===== src/verilog/eoi_gpio_pkg.sv =====
// shared constants for the end-of-interrupt nesting and line port block
package eoi_gpio_pkg;
  // widths
  localparam int LINE_W = 8;
  localparam int CHAN_N = 16;
  localparam int ADDR_W = 3;
  localparam int DATA_W = 8;
  // register offsets on the plain register port
  localparam logic [2:0] OFS_PORT_DATA = 3'h0;
  localparam logic [2:0] OFS_EDGE_POL = 3'h1;
  localparam logic [2:0] OFS_DIRECTION = 3'h2;
  localparam logic [2:0] OFS_IN_SVC_A = 3'h3;
  localparam logic [2:0] OFS_IN_SVC_B = 3'h4;
  localparam logic [2:0] OFS_PEND_A = 3'h5;
  localparam logic [2:0] OFS_PEND_B = 3'h6;
  // reset values
  localparam logic [7:0] RST_PORT_DATA = 8'h00;
  localparam logic [7:0] RST_EDGE_POL = 8'h00;
  localparam logic [7:0] RST_DIRECTION = 8'h00;
  localparam logic [15:0] RST_IN_SVC = 16'h0000;
  localparam logic [15:0] RST_PEND = 16'h0000;
  // channel code of each line, four bits per line, line 0 lowest
  localparam logic [31:0] LINE_CHAN_MAP = 32'hFE763210;
  // synchroniser depth for line inputs
  localparam int SYNC_STAGES = 2;
endpackage : eoi_gpio_pkg


===== src/verilog/gpio_edge_irq_eoi_nesting.sv =====
// end-of-interrupt nesting logic with an eight-line edge interrupt port
//
// Our own choices: the plain strobed port and the placing of the registers.
`timescale 1ns/1ps
module gpio_edge_irq_eoi_nesting
  import eoi_gpio_pkg::*;
(
  input wire logic core_clk_i,
  input wire logic resetn_i,
  // register port
  input wire logic [eoi_gpio_pkg::ADDR_W-1:0] reg_addr_i,
  input wire logic [eoi_gpio_pkg::DATA_W-1:0] reg_wdata_i,
  input wire logic reg_wr_i,
  input wire logic reg_rd_i,
  output logic [eoi_gpio_pkg::DATA_W-1:0] reg_rdata_o,
  // links to the enable, mask and vector registers outside
  input wire logic [eoi_gpio_pkg::CHAN_N-1:0] chan_enable_i,
  input wire logic [eoi_gpio_pkg::CHAN_N-1:0] chan_mask_i,
  input wire logic [3:0] vector_base_i,
  input wire logic eoi_mode_i,
  // events of every channel, line channels included, one-cycle pulses
  input wire logic [eoi_gpio_pkg::CHAN_N-1:0] chan_event_i,
  // polled service clears pending bits, one-cycle pulses
  input wire logic [eoi_gpio_pkg::CHAN_N-1:0] pend_clear_i,
  // service completion per channel, one-cycle pulses
  input wire logic [eoi_gpio_pkg::CHAN_N-1:0] service_done_i,
  // acknowledge cycle request and answer
  input wire logic iack_i,
  output logic [7:0] vector_o,
  output logic vector_valid_o,
  output logic irq_o,
  // general purpose lines
  input wire logic [eoi_gpio_pkg::LINE_W-1:0] gp_line_i,
  output logic [eoi_gpio_pkg::LINE_W-1:0] gp_line_o,
  output logic [eoi_gpio_pkg::LINE_W-1:0] gp_line_oe_o
);
  import eoi_gpio_pkg::*;

  // all registered state of the block outside the line synchroniser
  typedef struct packed {
    logic [LINE_W-1:0] port_data; // output levels
    logic [LINE_W-1:0] edge_pol; // edge select per line
    logic [LINE_W-1:0] direction; // one means output
    logic [CHAN_N-1:0] in_svc; // in-service bits, b low, a high
    logic [CHAN_N-1:0] pend; // pending bits
    logic [LINE_W-1:0] det_prev; // last detector output
    logic [7:0] vector; // vector handed out
    logic vector_valid; // answer strobe
    logic [DATA_W-1:0] rdata; // read data, one cycle late
  } core_state_t;

  core_state_t st; // registered state
  core_state_t next_st; // next state
  logic [LINE_W-1:0] line_in; // synchronised line levels
  logic [LINE_W-1:0] det_now; // detector output this cycle
  logic [CHAN_N-1:0] line_evt; // line events on channel slots
  logic [CHAN_N-1:0] evt_set; // all events that set pending
  logic [CHAN_N-1:0] allowed; // channels not blocked by in-service
  logic [CHAN_N-1:0] eligible; // channels that may request
  logic [3:0] top_code; // highest eligible channel
  logic any_eligible; // some channel may request
  logic [3:0] svc_top; // highest in-service channel
  logic svc_any; // some in-service bit set

  // line synchroniser
  // asynchronous lines pass two flops before the detector sees them
  line_sync #(
    .WIDTH(LINE_W)
  ) u_line_sync (
    .core_clk_i(core_clk_i),
    .resetn_i(resetn_i),
    .async_i(gp_line_i),
    .sync_o(line_in)
  );

  // transition detector
  // xor output falls on the selected edge; an edge bit rewrite
  // can also make it fall, so program it before enabling
  always_comb begin
    det_now = line_in ^ st.edge_pol;
    line_evt = '0;
    for (int i = 0; i < LINE_W; i++) begin
      // each line lands on its own channel
      line_evt[LINE_CHAN_MAP[i*4 +: 4]] = st.det_prev[i] & ~det_now[i];
    end
  end

  // only enabled channels record events
  assign evt_set = (line_evt | chan_event_i) & chan_enable_i;

  // nesting gate and priority encoder
  // an in-service bit blocks its own channel and all below it
  always_comb begin
    logic blk;
    logic [CHAN_N-1:0] svc_eff;
    blk = 1'b0;
    // stale in-service bits must not block once the mode drops
    svc_eff = eoi_mode_i ? st.in_svc : '0;
    allowed = '0;
    svc_top = 4'h0;
    svc_any = 1'b0;
    for (int i = CHAN_N - 1; i >= 0; i--) begin
      if (svc_eff[i] && !blk) begin
        svc_top = 4'(i);
        svc_any = 1'b1;
      end
      blk = blk | svc_eff[i];
      allowed[i] = ~blk;
    end
    eligible = st.pend & chan_enable_i & chan_mask_i & allowed;
    top_code = 4'h0;
    any_eligible = 1'b0;
    for (int i = 0; i < CHAN_N; i++) begin
      // later, higher index wins
      if (eligible[i]) begin
        top_code = 4'(i);
        any_eligible = 1'b1;
      end
    end
  end

  // request line, also while a handler runs in automatic mode
  assign irq_o = any_eligible;

  // next-state logic: registers, acknowledge and in-service
  always_comb begin
    logic [DATA_W-1:0] rd;
    rd = '0;
    next_st = st;
    next_st.det_prev = det_now;
    next_st.vector_valid = 1'b0;
    // register writes
    if (reg_wr_i) begin
      case (reg_addr_i)
        OFS_PORT_DATA: next_st.port_data = reg_wdata_i;
        OFS_EDGE_POL: next_st.edge_pol = reg_wdata_i;
        OFS_DIRECTION: next_st.direction = reg_wdata_i;
        // zero bits clear, one bits keep
        OFS_IN_SVC_A: next_st.in_svc[15:8] = st.in_svc[15:8] & reg_wdata_i;
        OFS_IN_SVC_B: next_st.in_svc[7:0] = st.in_svc[7:0] & reg_wdata_i;
        default: begin
          // other offsets take no write
        end
      endcase
    end
    next_st.in_svc = next_st.in_svc & ~service_done_i;
    // pending: polled clears and disabled channels drop first
    next_st.pend = st.pend & ~pend_clear_i & chan_enable_i;
    // an acknowledge acts only when some channel is eligible
    if (iack_i && any_eligible) begin
      next_st.vector = {vector_base_i, top_code};
      next_st.vector_valid = 1'b1;
      // handing the vector clears that pending bit
      next_st.pend[top_code] = 1'b0;
      // software mode marks the channel in service
      if (eoi_mode_i) begin
        next_st.in_svc[top_code] = 1'b1;
      end
    end
    // events still set pending; set beats every clear
    next_st.pend = next_st.pend | evt_set;
    // automatic mode keeps no in-service history
    if (!eoi_mode_i) begin
      next_st.in_svc = '0;
    end
    if (reg_rd_i) begin
      case (reg_addr_i)
        OFS_PORT_DATA: begin
          rd = (st.port_data & st.direction) | (line_in & ~st.direction);
        end
        OFS_EDGE_POL: rd = st.edge_pol;
        OFS_DIRECTION: rd = st.direction;
        OFS_IN_SVC_A: rd = st.in_svc[15:8];
        OFS_IN_SVC_B: rd = st.in_svc[7:0];
        OFS_PEND_A: rd = st.pend[15:8];
        OFS_PEND_B: rd = st.pend[7:0];
        default: rd = '0; // unmapped reads return zero
      endcase
    end
    next_st.rdata = rd;
  end

  // state register, synchronous active-low reset
  always_ff @(posedge core_clk_i) begin
    if (!resetn_i) begin
      st.port_data <= RST_PORT_DATA;
      st.edge_pol <= RST_EDGE_POL;
      st.direction <= RST_DIRECTION;
      st.in_svc <= RST_IN_SVC;
      st.pend <= RST_PEND;
      st.det_prev <= '0;
      st.vector <= '0;
      st.vector_valid <= 1'b0;
      st.rdata <= '0;
    end else begin
      st <= next_st;
    end
  end

  // per-line drivers
  // enable follows direction, so input lines stay undriven
  assign gp_line_o = st.port_data;
  assign gp_line_oe_o = st.direction;
  assign vector_o = st.vector;
  assign vector_valid_o = st.vector_valid;
  assign reg_rdata_o = st.rdata;
endmodule : gpio_edge_irq_eoi_nesting


===== src/verilog/line_sync.sv =====
// two-stage synchroniser for the general purpose line inputs
`timescale 1ns/1ps
module line_sync #(
  parameter int WIDTH = 8
) (
  input wire logic core_clk_i,
  input wire logic resetn_i,
  input wire logic [WIDTH-1:0] async_i,
  output logic [WIDTH-1:0] sync_o
);
  // both stages held in one record
  typedef struct packed {
    logic [WIDTH-1:0] meta;
    logic [WIDTH-1:0] stable;
  } sync_state_t;

  sync_state_t st; // registered state
  sync_state_t next_st; // next state

  // first stage feeds only the second stage
  always_comb begin
    next_st = st;
    next_st.meta = async_i;
    next_st.stable = st.meta;
  end

  // synchronous active-low reset, constants only
  always_ff @(posedge core_clk_i) begin
    if (!resetn_i) begin
      st <= '0;
    end else begin
      st <= next_st;
    end
  end

  assign sync_o = st.stable;
endmodule : line_sync


===== config.mk =====
export PLATFORM = sky130hd
export DESIGN_NAME = gpio_edge_irq_eoi_nesting
export DESIGN_NICKNAME = d
export VERILOG_FILES = /design/src/verilog/eoi_gpio_pkg.sv /design/src/verilog/gpio_edge_irq_eoi_nesting.sv /design/src/verilog/line_sync.sv
export SDC_FILE = /design/constraint.sdc
export NUM_CORES = 1
export LEC_CHECK = 0
export BUFFER_PORTS_ARGS = -buffer_cell sky130_fd_sc_hd__buf_2
export CAP_MARGIN = 15
export CORE_MARGIN = 2
export CORE_UTILIZATION = 50
export CTS_CLUSTER_SIZE = 24
export DETAILED_ROUTE_END_ITERATION = 7
export PLACE_DENSITY_LB_ADDON = 0.08
export SLEW_MARGIN = 10
export SYNTH_ARGS = -nofsm -noshare
export SYNTH_HDL_FRONTEND = slang
export SYNTH_HIERARCHICAL = 1
export SYNTH_SLANG_ARGS = --single-unit

===== constraint.sdc =====
create_clock -name core_clk_i -period 5.9 [get_ports core_clk_i]
set_input_delay 1.18 -clock core_clk_i [delete_from_list [all_inputs] [get_ports core_clk_i]]
set_output_delay 1.18 -clock core_clk_i [all_outputs]
set_load 0.02 [all_outputs]

==> results of run 1 <==
## stage by stage
step | cells | hold slack [ns]
4_1_cts | 838 | 0.457
5_1_grt | 838 | 0.469
2_1_floorplan | 601 | 0.426
6_report | 838 | 0.455
3_5_place_dp | 822 | 0.432
3_3_place_gp | 822 | 0.433
## final cells by class
type,instances,area share
flip-flops and latches,97,0.343
repair buffers,144,0.128
multi-input cells,433,0.459
inverters,15,0.00993
clock buffers,10,0.0225
clock inverters,6,0.00883
well taps,133,0.0294
## cell usage after synthesis (5+ instances only)
cell type  count
and2_1         9
o211ai_1       5
nor2_1        47
a31oi_1       11
a211oi_1       9
and2_2        12
a21oi_1       45
clkbuf_1      18
o21ai_0       51
a311oi_1       5
nand3_1       12
nor3b_1       15
buf_4         33
nand2b_1       7
and3_1        16
o21a_1         6
dfxtp_1       97
mux2i_1       24
xnor2_1        8
inv_1         14
nand2_1       71
nor2b_1       11
## state kept, by name (all words and copies together) (netlist names)
signal	count
vector_o	8
u_line_sync/next_st	8
gp_line_o	8
st	48
vector_valid_o	1
gp_line_oe_o	8
reg_rdata_o	8
u_line_sync/sync_o	8
## layer usage
layer | track usage | part of all wire | vias to the layer above
met5 | 0 | 0 | -
li1 | - | - | 2314
met2 | 0.496 | 0.47 | 199
met1 | 0.419 | 0.44 | 2326
met4 | 0.105 | 0.026 | 0
met3 | 0.0632 | 0.065 | 27
## worst max path at each step
stage	from	to	slack, ns	depth (start not counted)
after floorplan	eoi_mode_i	irq_o	2.39	7
after global placement	eoi_mode_i	st[56]$_SDFF_PN0_	1.83	8
after detailed placement	eoi_mode_i	st[56]$_SDFF_PN0_	1.79	8
after CTS	eoi_mode_i	irq_o	1.82	7
after global routing	eoi_mode_i	irq_o	1.62	7
final	eoi_mode_i	irq_o	1.74	7
## cell families (layout without fill, tap and decap cells)
family          count (synthesis)  after routing  synth area share
buf+inv                        71            175            0.0810
compound gates                171            171             0.219
simple gates                  226            226             0.235
mux                            28             28            0.0577
xor+xnor                        8              8            0.0142
flops                          97             97             0.393
## power breakdown
| group | switching, mW | internal (mW) | leakage [nW] |
|---|---|---|---|
| combinational | 0.128 | 0.0784 | 1.55 |
| sequential | 0.0162 | 0.677 | 0.791 |
| clock | 0.253 | 0.158 | 0.0771 |
==> out/qor.csv, run 1 <==
stage,metric,value,unit
finish,footprint of the multi-input gates,0.00260,mm²
sta,RSZ-0062 raised after global routing,false,
die,FP Rows,36,
cts,Clock Path Buffers,2,
worst_setup_path,FF-to-FF path depth,7,
pwr,Pleak,2.42,nW
synth,"Top FF cell, synth",dfxtp_1,
worst_setup_path,CP max stage delay,0.43,ns
synth,area of the mapped netlist,0.00494,mm²
sta,setup slack after layout,1.74,ns
placed_design,dpl hpwl,12500,µm
die,initial core utilization,0.510,
hold_path,hold endpoint,u_line_sync/sync_o[7]$_SDFF_PN0_,
synth,dominant cell type by area after synthesis,dfxtp_1,
finish,FF/Latch Area,0.00194,mm²
placed_design,Final GP Congestion,0.918,
worst_setup_path,critical path class,in2out,
cts,setup bufs post-CTS,0,
pwr,worst vdd ir,0.175,mV
worst_setup_path,reg2reg start,st[53]$_SDFF_PN0_,
sta,Final Hold Fails,0,
worst_setup_path,Crit Path Max Fanout,24,
synth,YS warnings,6,
sta,Tcrit/Tclk final,0.705,
die,Die ar.,0.0107,mm²
die,total I/O pin count,143,
synth,sequential share of the synthesized area,0.393,
detailed_routing,final routed DRC violation total,0,
pwr,power density cells,231,mW/mm²
placed_design,pre-CTS WS,1.79,ns
finish,most frequent cells in the layout,"buf_2, dfxtp_1, nand2_1, o21ai_0, nor2_1",
sta,TNS Setup,0,ns
detailed_routing,Antenna Nets Post-Route,0,
synth,Post-synth EDFFs,0,
finish,Final Cell Area,0.00567,mm²
finish,nets@finish,809,
worst_setup_path,slowest CP cell,a2bb2oi_1,
sta,max-slew violation count,0,
hold_path,hold crit path type,reg2reg,
cts,CTS root buf,clkbuf_8,
hold_path,Hold Startpoint,u_line_sync/next_st[7]$_SDFF_PN0_,
synth,async set-reset flop share out of synthesis,0,
sta,Final Skew,0.00903,ns
worst_setup_path,startpoint class of the critical path,primary input,
cts,Num CTS Buffers,9,
grt,largest net degree at the start of global routing,38,
cts,CTS resizes,0,
outcome,run status,finished clean,
pwr,Pwr Total,1.31,mW
worst_setup_path,R2R Path End,st[56]$_SDFF_PN0_,
worst_setup_path,crit-path cells,buf_2 > nand2_1 > a41oi_1 > a2bb2oi_1 > nor3b_1 > nand2_1 > buf_2,
worst_setup_path,"setup slack, reg-to-reg",2.65,ns
sta,Finish-stage setup viols,0,
synth,Mapped Cells,601,
finish,layout cells sized above 1,0.265,
grt,Tot GR Track Use,0.311,
sta,Highest Clock Rate,241,MHz
finish,synthesis-to-finish area growth,14.7,%
worst_setup_path,Worst Path Arrival,2.98,ns
sta,fin crit period,4.16,ns
worst_setup_path,kind of cell adding the most delay to the critical path,compound AO/OA/AOI/OAI gates,
finish,final core occ,0.585,
job,Max-Cap Viols,0,
die,Core Region,0.00968,mm²
cts,Clock Pin Slew Worst Setup and Hold Paths,0.10,ns
synth,largest cells by area after synthesis,"dfxtp_1, nand2_1, o21ai_0, buf_4, mux2i_1",
hold_path,WHS Path Cells,1,
synth,syn_nets,710,
cts,CTS sink count,97,
worst_setup_path,Critical Path RT,4.72,ns
die,chip width,103,µm
finish,Fill cells,940,
detailed_routing,DR vias,4866,
placed_design,IO Port Bufs,142,
grt,first-pass GRT wire length,24500,µm
finish,"commonest non-fill, non-tap cell in the layout",buf_2,
detailed_routing,routed len/inst,19.3,µm
worst_setup_path,CP bufs+invs,2,
cts,H-Tree Depth,3,
grt,vias in the first global route,4517,
sta,Worst-Margin Slew,1.05,ns
grt,initial antenna violation count,0,
finish,diodes inserted,0,
synth,post-synth top area share,0.393,
detailed_routing,Detailed Route Iter0 Violations,355,
synth,synth unique cells,61,
synth,post-synthesis register bit count,97,
cts,CTS Hold Bufs,0,
detailed_routing,drt pass-1 iters,5,
cts,CTS tree,built,
worst_setup_path,critical path endpoint category,output port,
detailed_routing,aggregate routed wire length,16200,µm
placed_design,placed inst area,0.00549,mm²
grt,Overflow after GRT,0,
detailed_routing,drt via density,5.81,
sta,slew margin rel.,0.293,
cts,worst-skew pair later-pin latency,0.37,ns
die,die height,103,µm
synth,syn avg cell area,8.23,µm²
Note: power is estimated with default switching activity, not from simulation.
==> inputs of run 2 (changes only) <==
--- a/config.mk
+++ b/config.mk
@@ -8,7 +8,7 @@
 export BUFFER_PORTS_ARGS = -buffer_cell sky130_fd_sc_hd__buf_2
 export CAP_MARGIN = 15
 export CORE_MARGIN = 2
-export CORE_UTILIZATION = 50
+export CORE_UTILIZATION = 47
 export CTS_CLUSTER_SIZE = 24
 export DETAILED_ROUTE_END_ITERATION = 7
 export PLACE_DENSITY_LB_ADDON = 0.08
==> constraint.sdc (replaced) <==
create_clock -name core_clk_i -period 3.8 [get_ports core_clk_i]
set_input_delay 0.76 -clock core_clk_i [delete_from_list [all_inputs] [get_ports core_clk_i]]
set_output_delay 0.76 -clock core_clk_i [all_outputs]
set_load 0.02 [all_outputs]
==> out/qor.csv, run 2 (synthesis gave the netlist of run 1 again) <==
stage,metric,value,unit,change
sta,setup slack after layout,0.487,ns,-1.26 ns
sta,Final Skew,0.0122,ns,+0.00314 ns
placed_design,placed inst area,0.00555,mm²,+1.0%
pwr,Pleak,2.50,nW,+3.2%
pwr,power density cells,384,mW/mm²,+66%
sta,max-slew violation count,0,,unchanged
grt,initial antenna violation count,1,,+1
cts,CTS resizes,0,,unchanged
cts,CTS tree,built,,
finish,Largest Register,st,,
finish,Fill cells,1028,,+9.4%
cts,CTS root buf,clkbuf_8,,
cts,worst-skew pair later-pin latency,0.36,ns,about the same
worst_setup_path,reg2reg start,st[52]$_SDFF_PN0_,,
finish,footprint of the multi-input gates,0.00260,mm²,unchanged
die,total I/O pin count,143,,unchanged
sta,Final Hold Fails,0,,unchanged
sta,slew margin rel.,0.464,,+0.171
cts,Clock Path Buffers,2,,unchanged
die,Core Region,0.0103,mm²,+6.1%
finish,diodes inserted,0,,unchanged
detailed_routing,drt via density,5.76,,-0.76%
pwr,Comb pwr share,0.147,,-0.011
cts,Clock Pin Slew Worst Setup and Hold Paths,0.10,ns,about the same
pwr,Pwr Total,2.22,mW,+70%
worst_setup_path,Critical Path RT,3.04,ns,-1.68 ns
cts,CTS Hold Bufs,0,,unchanged
worst_setup_path,critical path endpoint category,output port,,
placed_design,dpl hpwl,13000,µm,+3.9%
finish,"commonest non-fill, non-tap cell in the layout",buf_2,,
worst_setup_path,critical path class,in2out,,
detailed_routing,Antenna Nets Post-Route,0,,unchanged
hold_path,WHS Path Cells,1,,unchanged
grt,first-pass GRT wire length,25300,µm,+3.4%
grt,Overflow after GRT,0,,unchanged
pwr,P_sw,0.608,mW,+53%
cts,setup bufs post-CTS,0,,unchanged
worst_setup_path,R2R Path End,st[39]$_SDFF_PN0_,,
placed_design,IO Port Bufs,142,,unchanged
worst_setup_path,Worst Path Arrival,2.55,ns,-0.43 ns
sta,fin crit period,3.31,ns,
cts,Num CTS Buffers,9,,unchanged
worst_setup_path,Crit Path Max Fanout,24,,unchanged
sta,Hold Slack,0.454,ns,-0.00141 ns
placed_design,Final GP Congestion,0.908,,-1.1%
pwr,Net Sw Frac,0.273,,-0.0303
grt,vias in the first global route,4580,,+1.4%
die,die height,107,µm,+3.0%
outcome,run status,finished clean,,
detailed_routing,aggregate routed wire length,16700,µm,+3.4%
die,chip width,107,µm,+3.0%
sta,Finish-stage setup viols,0,,unchanged
pwr,Clock power frac,0.369,,+0.055
sta,Tcrit/Tclk final,0.872,,
grt,largest net degree at the start of global routing,43,,+13%
pwr,Flop pwr share,0.484,,-0.044
sta,Worst-Margin Slew,0.803,ns,-0.250 ns
worst_setup_path,FF-to-FF path depth,7,,unchanged
die,Die ar.,0.0114,mm²,+6.1%
finish,most frequent cells in the layout,"buf_2, dfxtp_1, nand2_1, o21ai_0, nor2_1",,
finish,Largest register FFs,48,,unchanged
finish,synthesis-to-finish area growth,17.1,%,
grt,Tot GR Track Use,0.297,,-0.0140
detailed_routing,routed len/inst,19.8,µm,+2.3%
finish,FF/Latch Area,0.00194,mm²,unchanged
sta,RSZ-0062 raised after global routing,false,,
finish,layout cells sized above 1,0.273,,+0.00761
detailed_routing,Detailed Route Iter0 Violations,303,,-15%
die,initial core utilization,0.481,,-0.0295
finish,final core occ,0.563,,-0.0223
worst_setup_path,"setup slack, reg-to-reg",0.82,ns,-1.83 ns
finish,"Cell Count, Final, Fillers Out",847,,+1.1%
cts,H-Tree Depth,3,,unchanged
finish,nets@finish,816,,+0.87%
hold_path,Hold Startpoint,u_line_sync/next_st[2]$_SDFF_PN0_,,
die,FP Rows,37,,+2.8%
hold_path,hold endpoint,u_line_sync/sync_o[2]$_SDFF_PN0_,,
finish,Final Cell Area,0.00579,mm²,+2.1%
worst_setup_path,startpoint class of the critical path,primary input,,
sta,Highest Clock Rate,302,MHz,
placed_design,pre-CTS WS,0.543,ns,-1.25 ns
detailed_routing,final routed DRC violation total,0,,unchanged
sta,TNS Setup,0,ns,unchanged
job,Max-Cap Viols,0,,unchanged
placed_design,Inst Count DP,832,,+1.2%
detailed_routing,drt pass-1 iters,7,,+2
detailed_routing,DR vias,4881,,+0.31%
pwr,worst vdd ir,0.364,mV,+110%
hold_path,hold crit path type,reg2reg,,
cts,CTS sink count,97,,unchanged
pwr,internal power,1.62,mW,+77%
run 2: worst max-delay path, cell delays in order:
cell	delay [ns]
buf_2	0.38
nand2_1	0.10
a41oi_1	0.29
a2bb2oi_1	0.44
nor3b_1	0.28
nand2_1	0.13
buf_2	0.18
run 2: area by class of cell:
type	instances	share of cell area
Timing Repair Buffer	151	0.134
Tap cell	136	0.0294
Sequential cell	97	0.336
Clock buffer	9	0.0214
Inverter	15	0.00973
Clock inverter	6	0.0199
Multi-Input combinational cell	433	0.450
run 2: per-layer routing:
metal	vias up	track usage	routed length (µm)
li1	2330	-	-
met1	2332	0.400	7610
met3	25	0.0546	951
met5	-	0	0
met4	0	0.101	484
met2	194	0.479	7700
run 2: worst max-delay path by stage:
stage	start	to	slack, ns	depth (start not counted)
6_report	eoi_mode_i	irq_o	0.49	7
4_1_cts	eoi_mode_i	irq_o	0.53	7
3_5_place_dp	eoi_mode_i	irq_o	0.54	7
5_1_grt	eoi_mode_i	irq_o	0.29	7
3_3_place_gp	eoi_mode_i	irq_o	0.50	7
2_1_floorplan	chan_mask_i[7]	vector_o[4]$_SDFFE_PN0N_	1.11	8
run 2: power groups by stage:
stage               combinational [mW]  clock, mW  sequential [mW]
floorplan                        0.195          0             1.09
global placement                 0.320          0             1.10
detailed placement               0.323          0             1.10
CTS                              0.325      0.834             1.08
global route                     0.353      0.882             1.08
finish                           0.327      0.821             1.08
